File: config.mk
export PLATFORM = sky130hd
export DESIGN_NAME = ppr_matrix
export DESIGN_NICKNAME = d
export VERILOG_FILES = /design/src/verilog/ppr_pkg.sv /design/src/verilog/ppr_matrix.sv
export SDC_FILE = /design/constraint.sdc
export NUM_CORES = 1
export LEC_CHECK = 0
export ABC_AREA = 1
export BUFFER_PORTS_ARGS = -buffer_cell sky130_fd_sc_hd__buf_2
export CAP_MARGIN = 10
export CORE_AREA = 2 2 229 141
export DETAILED_ROUTE_END_ITERATION = 16
export DIE_AREA = 0 0 231 143
export GPL_ROUTABILITY_DRIVEN = 0
export SLEW_MARGIN = 20
export SYNTH_ARGS = -nofsm -noshare
export SYNTH_HDL_FRONTEND = slang
export SYNTH_SLANG_ARGS = --single-unit
File: constraint.sdc
create_clock -name ref_clk -period 4.2 [get_ports ref_clk]
set_input_delay 0 -clock ref_clk [delete_from_list [all_inputs] [get_ports ref_clk]]
set_output_delay 0 -clock ref_clk [all_outputs]
set_load 0.05 [all_outputs]
File: src/verilog/ppr_pkg.sv
// Purpose: Shared constants and carriers for the peripheral pin remap matrix.
// Assumes: Selector widths and pin counts are fixed for this derivative.
// Notes: Pin index 0..7 are two-way remap pins, 8..11 are input-only pins.
package ppr_pkg;
  localparam int SEL_W = 6;
  localparam int NUM_IO = 8;
  localparam int NUM_IN_ONLY = 4;
  localparam int NUM_PINS = NUM_IO + NUM_IN_ONLY;
  localparam int NUM_PIN_IN = 6;
  localparam int ROUTE_W = 16;
  localparam int ROUTE_REGS = NUM_IO / 2;
  localparam int KEY_W = 8;

  typedef logic [SEL_W-1:0] ppr_sel_t;

  // Output selector codes
  localparam ppr_sel_t SEL_NULL = 6'h00;
  localparam ppr_sel_t SEL_UART_A_TX = 6'h01;
  localparam ppr_sel_t SEL_UART_B_TX = 6'h03;
  localparam ppr_sel_t SEL_SPI_B_DO = 6'h08;
  localparam ppr_sel_t SEL_SPI_B_CK = 6'h09;
  localparam ppr_sel_t SEL_SPI_B_SS = 6'h0a;
  localparam ppr_sel_t SEL_CAN_TX = 6'h0e;
  localparam ppr_sel_t SEL_CMP_OUT_1 = 6'h10;
  localparam ppr_sel_t SEL_CMP_OUT_2 = 6'h11;
  localparam ppr_sel_t SEL_CMP_OUT_3 = 6'h12;
  localparam ppr_sel_t SEL_CMP_OUT_4 = 6'h13;
  localparam ppr_sel_t SEL_CMPR_1 = 6'h18;
  localparam ppr_sel_t SEL_CMPR_2 = 6'h19;
  localparam ppr_sel_t SEL_CMPR_3 = 6'h1a;
  localparam ppr_sel_t SEL_PWM_SYNC = 6'h2d;
  localparam ppr_sel_t SEL_QUAD_CMP = 6'h2f;
  localparam ppr_sel_t SEL_REF_CLK = 6'h31;
  localparam ppr_sel_t SEL_CMPR_4 = 6'h32;
  localparam ppr_sel_t SEL_RESET = SEL_NULL;

  // Input selector: 0 is unconnected, code k picks pin k-1
  localparam ppr_sel_t IN_SEL_NONE = 6'h00;
  localparam ppr_sel_t IN_SEL_MAX = 6'h0c;
  localparam ppr_sel_t IN_SEL_STEP = 6'h01;

  // Field placement inside a 16-bit output route word
  localparam int LO_FIELD_LSB = 0;
  localparam int HI_FIELD_LSB = 8;

  localparam logic [KEY_W-1:0] WR_KEY = 8'h5a;

  typedef struct packed {
    logic uart_a_transmit;
    logic uart_b_transmit;
    logic spi_b_data_out;
    logic spi_b_clock_out;
    logic spi_b_select_out;
    logic can_transmit;
    logic [3:0] compare_out;
    logic [3:0] comparator_out;
    logic pwm_timebase_sync_out;
    logic quad_counter_compare_out;
    logic reference_clock_out;
  } ppr_periph_out_t;

  typedef struct packed {
    logic uart_a_receive;
    logic uart_b_receive;
    logic spi_b_data_in;
    logic spi_b_clock_in;
    logic spi_b_select_in;
    logic can_receive;
  } ppr_periph_in_t;
endpackage

File: src/verilog/ppr_matrix.sv
// Purpose: Routes peripheral outputs onto remap pins and pins onto peripheral inputs.
// Assumes: All inputs synchronous to ref_clk; writes qualified by key and lock.
// Notes: Pad outputs and mapped inputs are registered, one cycle of latency.
`timescale 1ns/1ps

// Functional notes
// Remappable peripheral reaches pin only when selected
// Fixed peripherals stay on their default pin
// Remapped output overrides other digital pin functions
// Analog use of pin always beats remap
// Separate selector sets for inputs and outputs
// Each remap pin owns one output selector
// Six-bit selectors, two per 16-bit word
// Selectors reset to null, default port
// Input-only pins never driven by remap
// No lockout between selectors, any combination
// Fan-out and fan-in of peripherals allowed
// Key and lock guard selector changes
// Codes 1 and 3 select UART transmits
// Codes 8, 9, 10 select SPI B outputs
// Code 14 selects CAN transmit when present
// Codes 16 to 19 select compare outputs
// Codes 24-26 and 50 select comparators
// Codes 45, 47, 49 select sync, quad, refclk
// Two-wire, PWM, analog modules stay fixed pins
// Unassigned code behaves as null selection
module ppr_matrix #(
  parameter bit HAS_CAN = 1'b1,
  parameter bit HAS_MOTOR = 1'b1
) (
  input wire logic ref_clk, // System clock, 40 MHz
  input wire logic rst_n, // Async reset, active low
  input wire logic cfg_lock, // High blocks selector writes
  input wire logic [ppr_pkg::KEY_W-1:0] wr_key, // Must match for a write
  input wire logic out_wr, // Output selector write strobe
  input wire logic [2:0] out_wr_pin, // Remap pin to write
  input wire ppr_pkg::ppr_sel_t out_wr_sel, // New output selector
  input wire logic in_wr, // Input selector write strobe
  input wire logic [2:0] in_wr_chan, // Peripheral input to write
  input wire ppr_pkg::ppr_sel_t in_wr_sel, // New input selector
  input wire logic [1:0] route_rd_idx, // Output route word to read
  input wire ppr_pkg::ppr_periph_out_t periph_out, // Peripheral output levels
  input wire logic [ppr_pkg::NUM_IO-1:0] port_out, // Default port data
  input wire logic [ppr_pkg::NUM_IO-1:0] port_oe_n, // Default port enable, low drives
  input wire logic [ppr_pkg::NUM_IO-1:0] fixed_out, // Fixed peripheral data
  input wire logic [ppr_pkg::NUM_IO-1:0] fixed_act, // Fixed peripheral owns pin
  input wire logic [ppr_pkg::NUM_IO-1:0] analog_en, // Pin in analog use
  input wire logic [ppr_pkg::NUM_PINS-1:0] pad_in, // Pad input levels
  output ppr_pkg::ppr_periph_in_t periph_in_r, // Mapped peripheral inputs
  output logic [ppr_pkg::NUM_IO-1:0] pad_out_r, // Pad output data
  output logic [ppr_pkg::NUM_IO-1:0] pad_oe_n_r, // Pad enable, low drives
  output logic [ppr_pkg::ROUTE_W-1:0] route_rd_data_r, // Output route word
  output logic wr_reject_r // Pulse: write refused
);

  ppr_pkg::ppr_sel_t out_sel_r [ppr_pkg::NUM_IO];
  ppr_pkg::ppr_sel_t in_sel_r [ppr_pkg::NUM_PIN_IN];
  logic wr_ok;
  logic [ppr_pkg::NUM_IO-1:0] hit;
  logic [ppr_pkg::NUM_IO-1:0] val;
  logic [ppr_pkg::NUM_PIN_IN-1:0] in_pick;
  logic [ppr_pkg::NUM_PIN_IN-1:0] periph_in_vec;

  // Returns {selected, level}; a miss leaves the pin to lower priorities
  function automatic logic [1:0] route_pick(input ppr_pkg::ppr_sel_t sel,
                                            input ppr_pkg::ppr_periph_out_t p);
    logic [1:0] r;
    r = 2'h0;
    case (sel)
      ppr_pkg::SEL_UART_A_TX: r = {1'b1, p.uart_a_transmit};
      ppr_pkg::SEL_UART_B_TX: r = {1'b1, p.uart_b_transmit};
      ppr_pkg::SEL_SPI_B_DO: r = {1'b1, p.spi_b_data_out};
      ppr_pkg::SEL_SPI_B_CK: r = {1'b1, p.spi_b_clock_out};
      ppr_pkg::SEL_SPI_B_SS: r = {1'b1, p.spi_b_select_out};
      ppr_pkg::SEL_CAN_TX: r = {HAS_CAN, p.can_transmit & HAS_CAN};
      ppr_pkg::SEL_CMP_OUT_1: r = {1'b1, p.compare_out[0]};
      ppr_pkg::SEL_CMP_OUT_2: r = {1'b1, p.compare_out[1]};
      ppr_pkg::SEL_CMP_OUT_3: r = {1'b1, p.compare_out[2]};
      ppr_pkg::SEL_CMP_OUT_4: r = {1'b1, p.compare_out[3]};
      ppr_pkg::SEL_CMPR_1: r = {1'b1, p.comparator_out[0]};
      ppr_pkg::SEL_CMPR_2: r = {1'b1, p.comparator_out[1]};
      ppr_pkg::SEL_CMPR_3: r = {1'b1, p.comparator_out[2]};
      ppr_pkg::SEL_CMPR_4: r = {1'b1, p.comparator_out[3]};
      ppr_pkg::SEL_PWM_SYNC: begin
        r = {HAS_MOTOR, p.pwm_timebase_sync_out & HAS_MOTOR};
      end
      ppr_pkg::SEL_QUAD_CMP: begin
        r = {HAS_MOTOR, p.quad_counter_compare_out & HAS_MOTOR};
      end
      ppr_pkg::SEL_REF_CLK: r = {1'b1, p.reference_clock_out};
      // Null and every unassigned code fall back to the fixed peripheral or the port
      default: r = 2'h0;
    endcase
    return r;
  endfunction

  // Key plus lock: a stray store with the wrong key cannot remap a pin
  assign wr_ok = !cfg_lock && (wr_key == ppr_pkg::WR_KEY);

  // Each pin has its own field and every value is accepted as written
  always_ff @(posedge ref_clk or negedge rst_n) begin
    if (!rst_n) begin
      for (int i = 0; i < ppr_pkg::NUM_IO; i++) begin
        out_sel_r[i] <= ppr_pkg::SEL_RESET;
      end
    end else if (out_wr && wr_ok) begin
      out_sel_r[out_wr_pin] <= out_wr_sel;
    end
  end

  // Input selectors are a separate set, indexed by peripheral input
  always_ff @(posedge ref_clk or negedge rst_n) begin
    if (!rst_n) begin
      for (int c = 0; c < ppr_pkg::NUM_PIN_IN; c++) begin
        in_sel_r[c] <= ppr_pkg::IN_SEL_NONE;
      end
    end else if (in_wr && wr_ok && (in_wr_chan < 3'(ppr_pkg::NUM_PIN_IN))) begin
      in_sel_r[in_wr_chan] <= in_wr_sel;
    end
  end

  always_ff @(posedge ref_clk or negedge rst_n) begin
    if (!rst_n) begin
      wr_reject_r <= 1'b0;
    end else begin
      wr_reject_r <= (out_wr || in_wr) && !wr_ok;
    end
  end

  // Several pins may name one peripheral; no arbitration between them
  for (genvar i = 0; i < ppr_pkg::NUM_IO; i++) begin : g_pick
    assign {hit[i], val[i]} = route_pick(out_sel_r[i], periph_out);
  end

  // Priority: analog, then remap, then fixed peripheral, then port.
  // Two-wire, PWM and analog modules only ever arrive as fixed_* signals.
  always_ff @(posedge ref_clk or negedge rst_n) begin
    if (!rst_n) begin
      pad_out_r <= '0;
      pad_oe_n_r <= '1;
    end else begin
      for (int i = 0; i < ppr_pkg::NUM_IO; i++) begin
        if (analog_en[i]) begin
          pad_out_r[i] <= 1'b0;
          pad_oe_n_r[i] <= 1'b1;
        end else if (hit[i]) begin
          pad_out_r[i] <= val[i];
          pad_oe_n_r[i] <= 1'b0;
        end else if (fixed_act[i]) begin
          pad_out_r[i] <= fixed_out[i];
          pad_oe_n_r[i] <= 1'b0;
        end else begin
          pad_out_r[i] <= port_out[i];
          pad_oe_n_r[i] <= port_oe_n[i];
        end
      end
    end
  end

  // Input-only pins sit above the two-way ones and are reachable only here
  for (genvar c = 0; c < ppr_pkg::NUM_PIN_IN; c++) begin : g_in
    assign in_pick[c] = (in_sel_r[c] != ppr_pkg::IN_SEL_NONE) &&
                        (in_sel_r[c] <= ppr_pkg::IN_SEL_MAX) &&
                        pad_in[4'(in_sel_r[c] - ppr_pkg::IN_SEL_STEP)];
  end

  always_ff @(posedge ref_clk or negedge rst_n) begin
    if (!rst_n) begin
      periph_in_r <= '0;
    end else begin
      periph_in_r <= ppr_pkg::ppr_periph_in_t'(in_pick);
    end
  end

  // Two selectors per word, upper two bits of each byte read zero
  always_ff @(posedge ref_clk or negedge rst_n) begin
    if (!rst_n) begin
      route_rd_data_r <= '0;
    end else begin
      route_rd_data_r <= '0;
      route_rd_data_r[ppr_pkg::LO_FIELD_LSB +: ppr_pkg::SEL_W] <=
        out_sel_r[{route_rd_idx, 1'b0}];
      route_rd_data_r[ppr_pkg::HI_FIELD_LSB +: ppr_pkg::SEL_W] <=
        out_sel_r[{route_rd_idx, 1'b1}];
    end
  end

  for (genvar i = 0; i < ppr_pkg::NUM_IO; i++) begin : g_chk

  end

  // Flat view of the mapped inputs, one bit per peripheral input
  assign periph_in_vec = periph_in_r;

  for (genvar i = 0; i < ppr_pkg::NUM_IO; i++) begin : g_hold

  end

  for (genvar c = 0; c < ppr_pkg::NUM_PIN_IN; c++) begin : g_in_chk

  end
endmodule

==> flow_summary.toml <==
[synth]
synth_edf_count = 0
avgSynthCellArea_sq_um = 5.94
async_reset_ff_frac = 1.00
synth.distinct_cells = 28
synth_warnings = 0
synthTopCellsByArea = "dfrtp_1 30%, nand2_1 19%, nand3_1 10%, nor2_1 8.9%, inv_1 8.5%"
synthCells = 1543
yosysSeqAreaShare = 0.326
yosysMostFrequentCell = "nand2_1"
ys.flop_type = "dfrtp_1"
synth_top_area_share = 0.303
synth.largest_area_cell = "dfrtp_1"
synth_seq_cells = 119
synth_area_sq_um = 9170
synth_commonest_cells = "474 x nand2_1, 217 x nor2_1, 207 x inv_1"

[timing]
setup_violations = 0
rsz0062_at_grt = "no"
fin_setup_tns_ps = 0
fin_skew_ps = 12.1
fin_crit_sh = 0.518
relSlewSlack = 0.394
finalCriticalPeriod_ps = 2180
fmax_mhz = 460
tightest_slew_ps = 903
maxSlewViolCount = 0
final-hold-violation-count = 0

[placement]
dp_hpwl_mm = 24.6
dpl_cell_area_sq_um = 10200
io_buffer_count = 136
dp.cells = 2046

[setup_path]
required_ps = 4560
rr_startpoint = "out_sel_r[34]"
worst-setup-path-type = "flop to flop"
critPathMaxStageDelay_ps = 550
cp-start-kind = "flop"
cp_num_buf_inv = 3
r2r_slack_ps = 2020
r2r_end = "pad_out_r[2]"
worstPathCellList = "inv_1 > nor2_1 > nand2_1 > nand2_1 > nand2_1 > inv_1 > nor2_1 > nand2_1 > nor2_1 > a21oi_1 > dlygate4sd3_1"
cp_data_arrival_time_ps = 2530
critPathMaxFanout = 8
rr_worst_depth = 11
critPathSlowestCell = "dlygate4sd3_1"
cpLargestDelayFamily = "simple AND/OR/NAND/NOR gates"
path_common_cell = "nand2_1"
end_kind = "flop"

[cts]
cts-root-buf = "clkbuf_16"
cts_tree = "built"
cts.sinks = 119
clk_latency_ps = 430
cts_buffers = 17
clk_pin_slew_ps = 60
htreeDepth = 4
postCtsSetupBuffers = 0
cts_resized = 0
clockBufferDepth = 2
cts_hold_buffers = 41

[flow_run]
maxCapViolCount = 0

[grt]
grt_pass1_vias = 9151
overflow = 0
grt_max_degree = 87
antenna_found_initial = 0
grt_usage = 0.204
grt_pass1_wl_mm = 51.3

[die]
rows = 50
die_w_um = 231
die_y_um = 143
dieArea_sq_um = 33000
io_pins = 141
core_area_sq_um = 30800
initial_utilization = 0.298

[cells_and_area]
num-nets-final = 1798
final_area_sq_um = 11100
syn_to_final_growth_pct = 21.4
drive_gt1_frac = 0.109
final_cells = 2120

[route]
ant_nets = 0
vias = 10569
avgViaCountPerCell = 4.99
wl_mm = 34.0
drc = 0
drt_iter0_drc = 1279
wl_per_cell_um = 16.0
drt-pass1-iter-count = 8

[power]
total_leakage_power_nw = 5.66
power.density_nw_per_um2 = 269
finalPower_mw = 2.99
vdd_drop_max_mv = 0.288

[status]
status = "completed"

[worst_hold_path]
min-delay-path-class = "input pin to flop"
hold_start = "port_out[5]"
holdPathStages = 4
min_to = "pad_out_r[5]"
[where the power goes]
group,internal (mW),total (mW),switching (mW)
Sequential,1.17,1.18,0.0107
Combinational,0.108,0.387,0.280
Clock,0.843,1.42,0.578
Total,2.12,2.99,0.869
[per-layer routing]
metal	track usage	part of all wire	vias to the layer above
met4	0.0533	0.019	4
met1	0.304	0.48	4758
met3	0.0645	0.11	56
met2	0.273	0.39	519
met5	0.0327	0.0043	-
li1	-	-	5232
[tightest hold or removal path: cells and delay by family]
family                 cells  cell delay, ps
multiplexers               1             130
AO/OA/AOI/OAI              1             130
AND/OR/NAND/NOR            1              70
buffers and inverters      1              70
[cells in the final DEF (no fill, tap or decap), types with 3 or more instances in the layout]
| cell type | n |
|---|---|
| o21ai_0 | 110 |
| xor2_1 | 6 |
| nand3_1 | 187 |
| dfrtp_1 | 111 |
| a31o_2 | 4 |
| nand4_1 | 53 |
| nor2_1 | 217 |
| nor2_2 | 3 |
| clkinv_1 | 5 |
| nand2_1 | 474 |
| a211oi_1 | 7 |
| dlygate4sd3_1 | 41 |
| a21oi_1 | 65 |
| inv_1 | 207 |
| clkinvlp_4 | 5 |
| conb_1 | 4 |
| o21ai_1 | 12 |
| dfstp_2 | 8 |
| nor3_1 | 8 |
| ha_1 | 6 |
| clkbuf_16 | 17 |
| clkinv_2 | 3 |
| buf_2 | 135 |
[registers in the layout (all words and copies together), names as in the netlist]
name	flops
out_sel_r	48
wr_reject_r	1
pad_oe_n_r	8
route_rd_data_r	12
periph_in_r	6
in_sel_r	36
pad_out_r	8
[worst max path at each step]
stage / from / end / slack, ps / cells after the start
floorplan: in_sel_r[30] / periph_in_r[0] / 2510 / 10
global placement: wr_key[0] / out_sel_r[14] / 2360 / 7
detailed placement: wr_key[0] / out_sel_r[16] / 2300 / 6
CTS: out_sel_r[34] / pad_out_r[2] / 2060 / 11
global route: out_sel_r[34] / pad_out_r[2] / 1850 / 10
finish: out_sel_r[34] / pad_out_r[2] / 2020 / 11
[cell families after synthesis]
| logic type | Yosys count | share of synthesized area |
|---|---|---|
| AOI/OAI and AO/OA | 199 | 0.112 |
| xor gates and xnor gates | 6 | 0.00573 |
| adders and majority gates | 6 | 0.00819 |
| buffers and inverters | 265 | 0.113 |
| DFF | 119 | 0.326 |
| muxes | 1 | 0.00123 |
| other | 1 | 0.000409 |
| and+or+nand+nor | 946 | 0.434 |
[stage by stage]
| stage | util | setup WS, ps | hold slack [ps] |
|---|---|---|---|
| detailed placement | 0.330 | 2300 | 144 |
| floorplan | - | 2510 | -296 |
| finish | 0.362 | 2020 | 33.2 |
| global placement | 0.330 | 2360 | 151 |
| global route | 0.362 | 1850 | 53.9 |
| CTS | 0.362 | 2060 | 10.1 |
[final cells by class]
cell class,count,area (sq um)
well taps,416,520
multi-input cells,1162,5160
inverters,212,796
repair buffers,178,1100
clock buffers,21,460
flip-flops and latches,119,2990
clock inverters,11,100
diodes,1,2.50
fillers,3338,19600
Note: power is estimated with default switching activity, not from simulation.
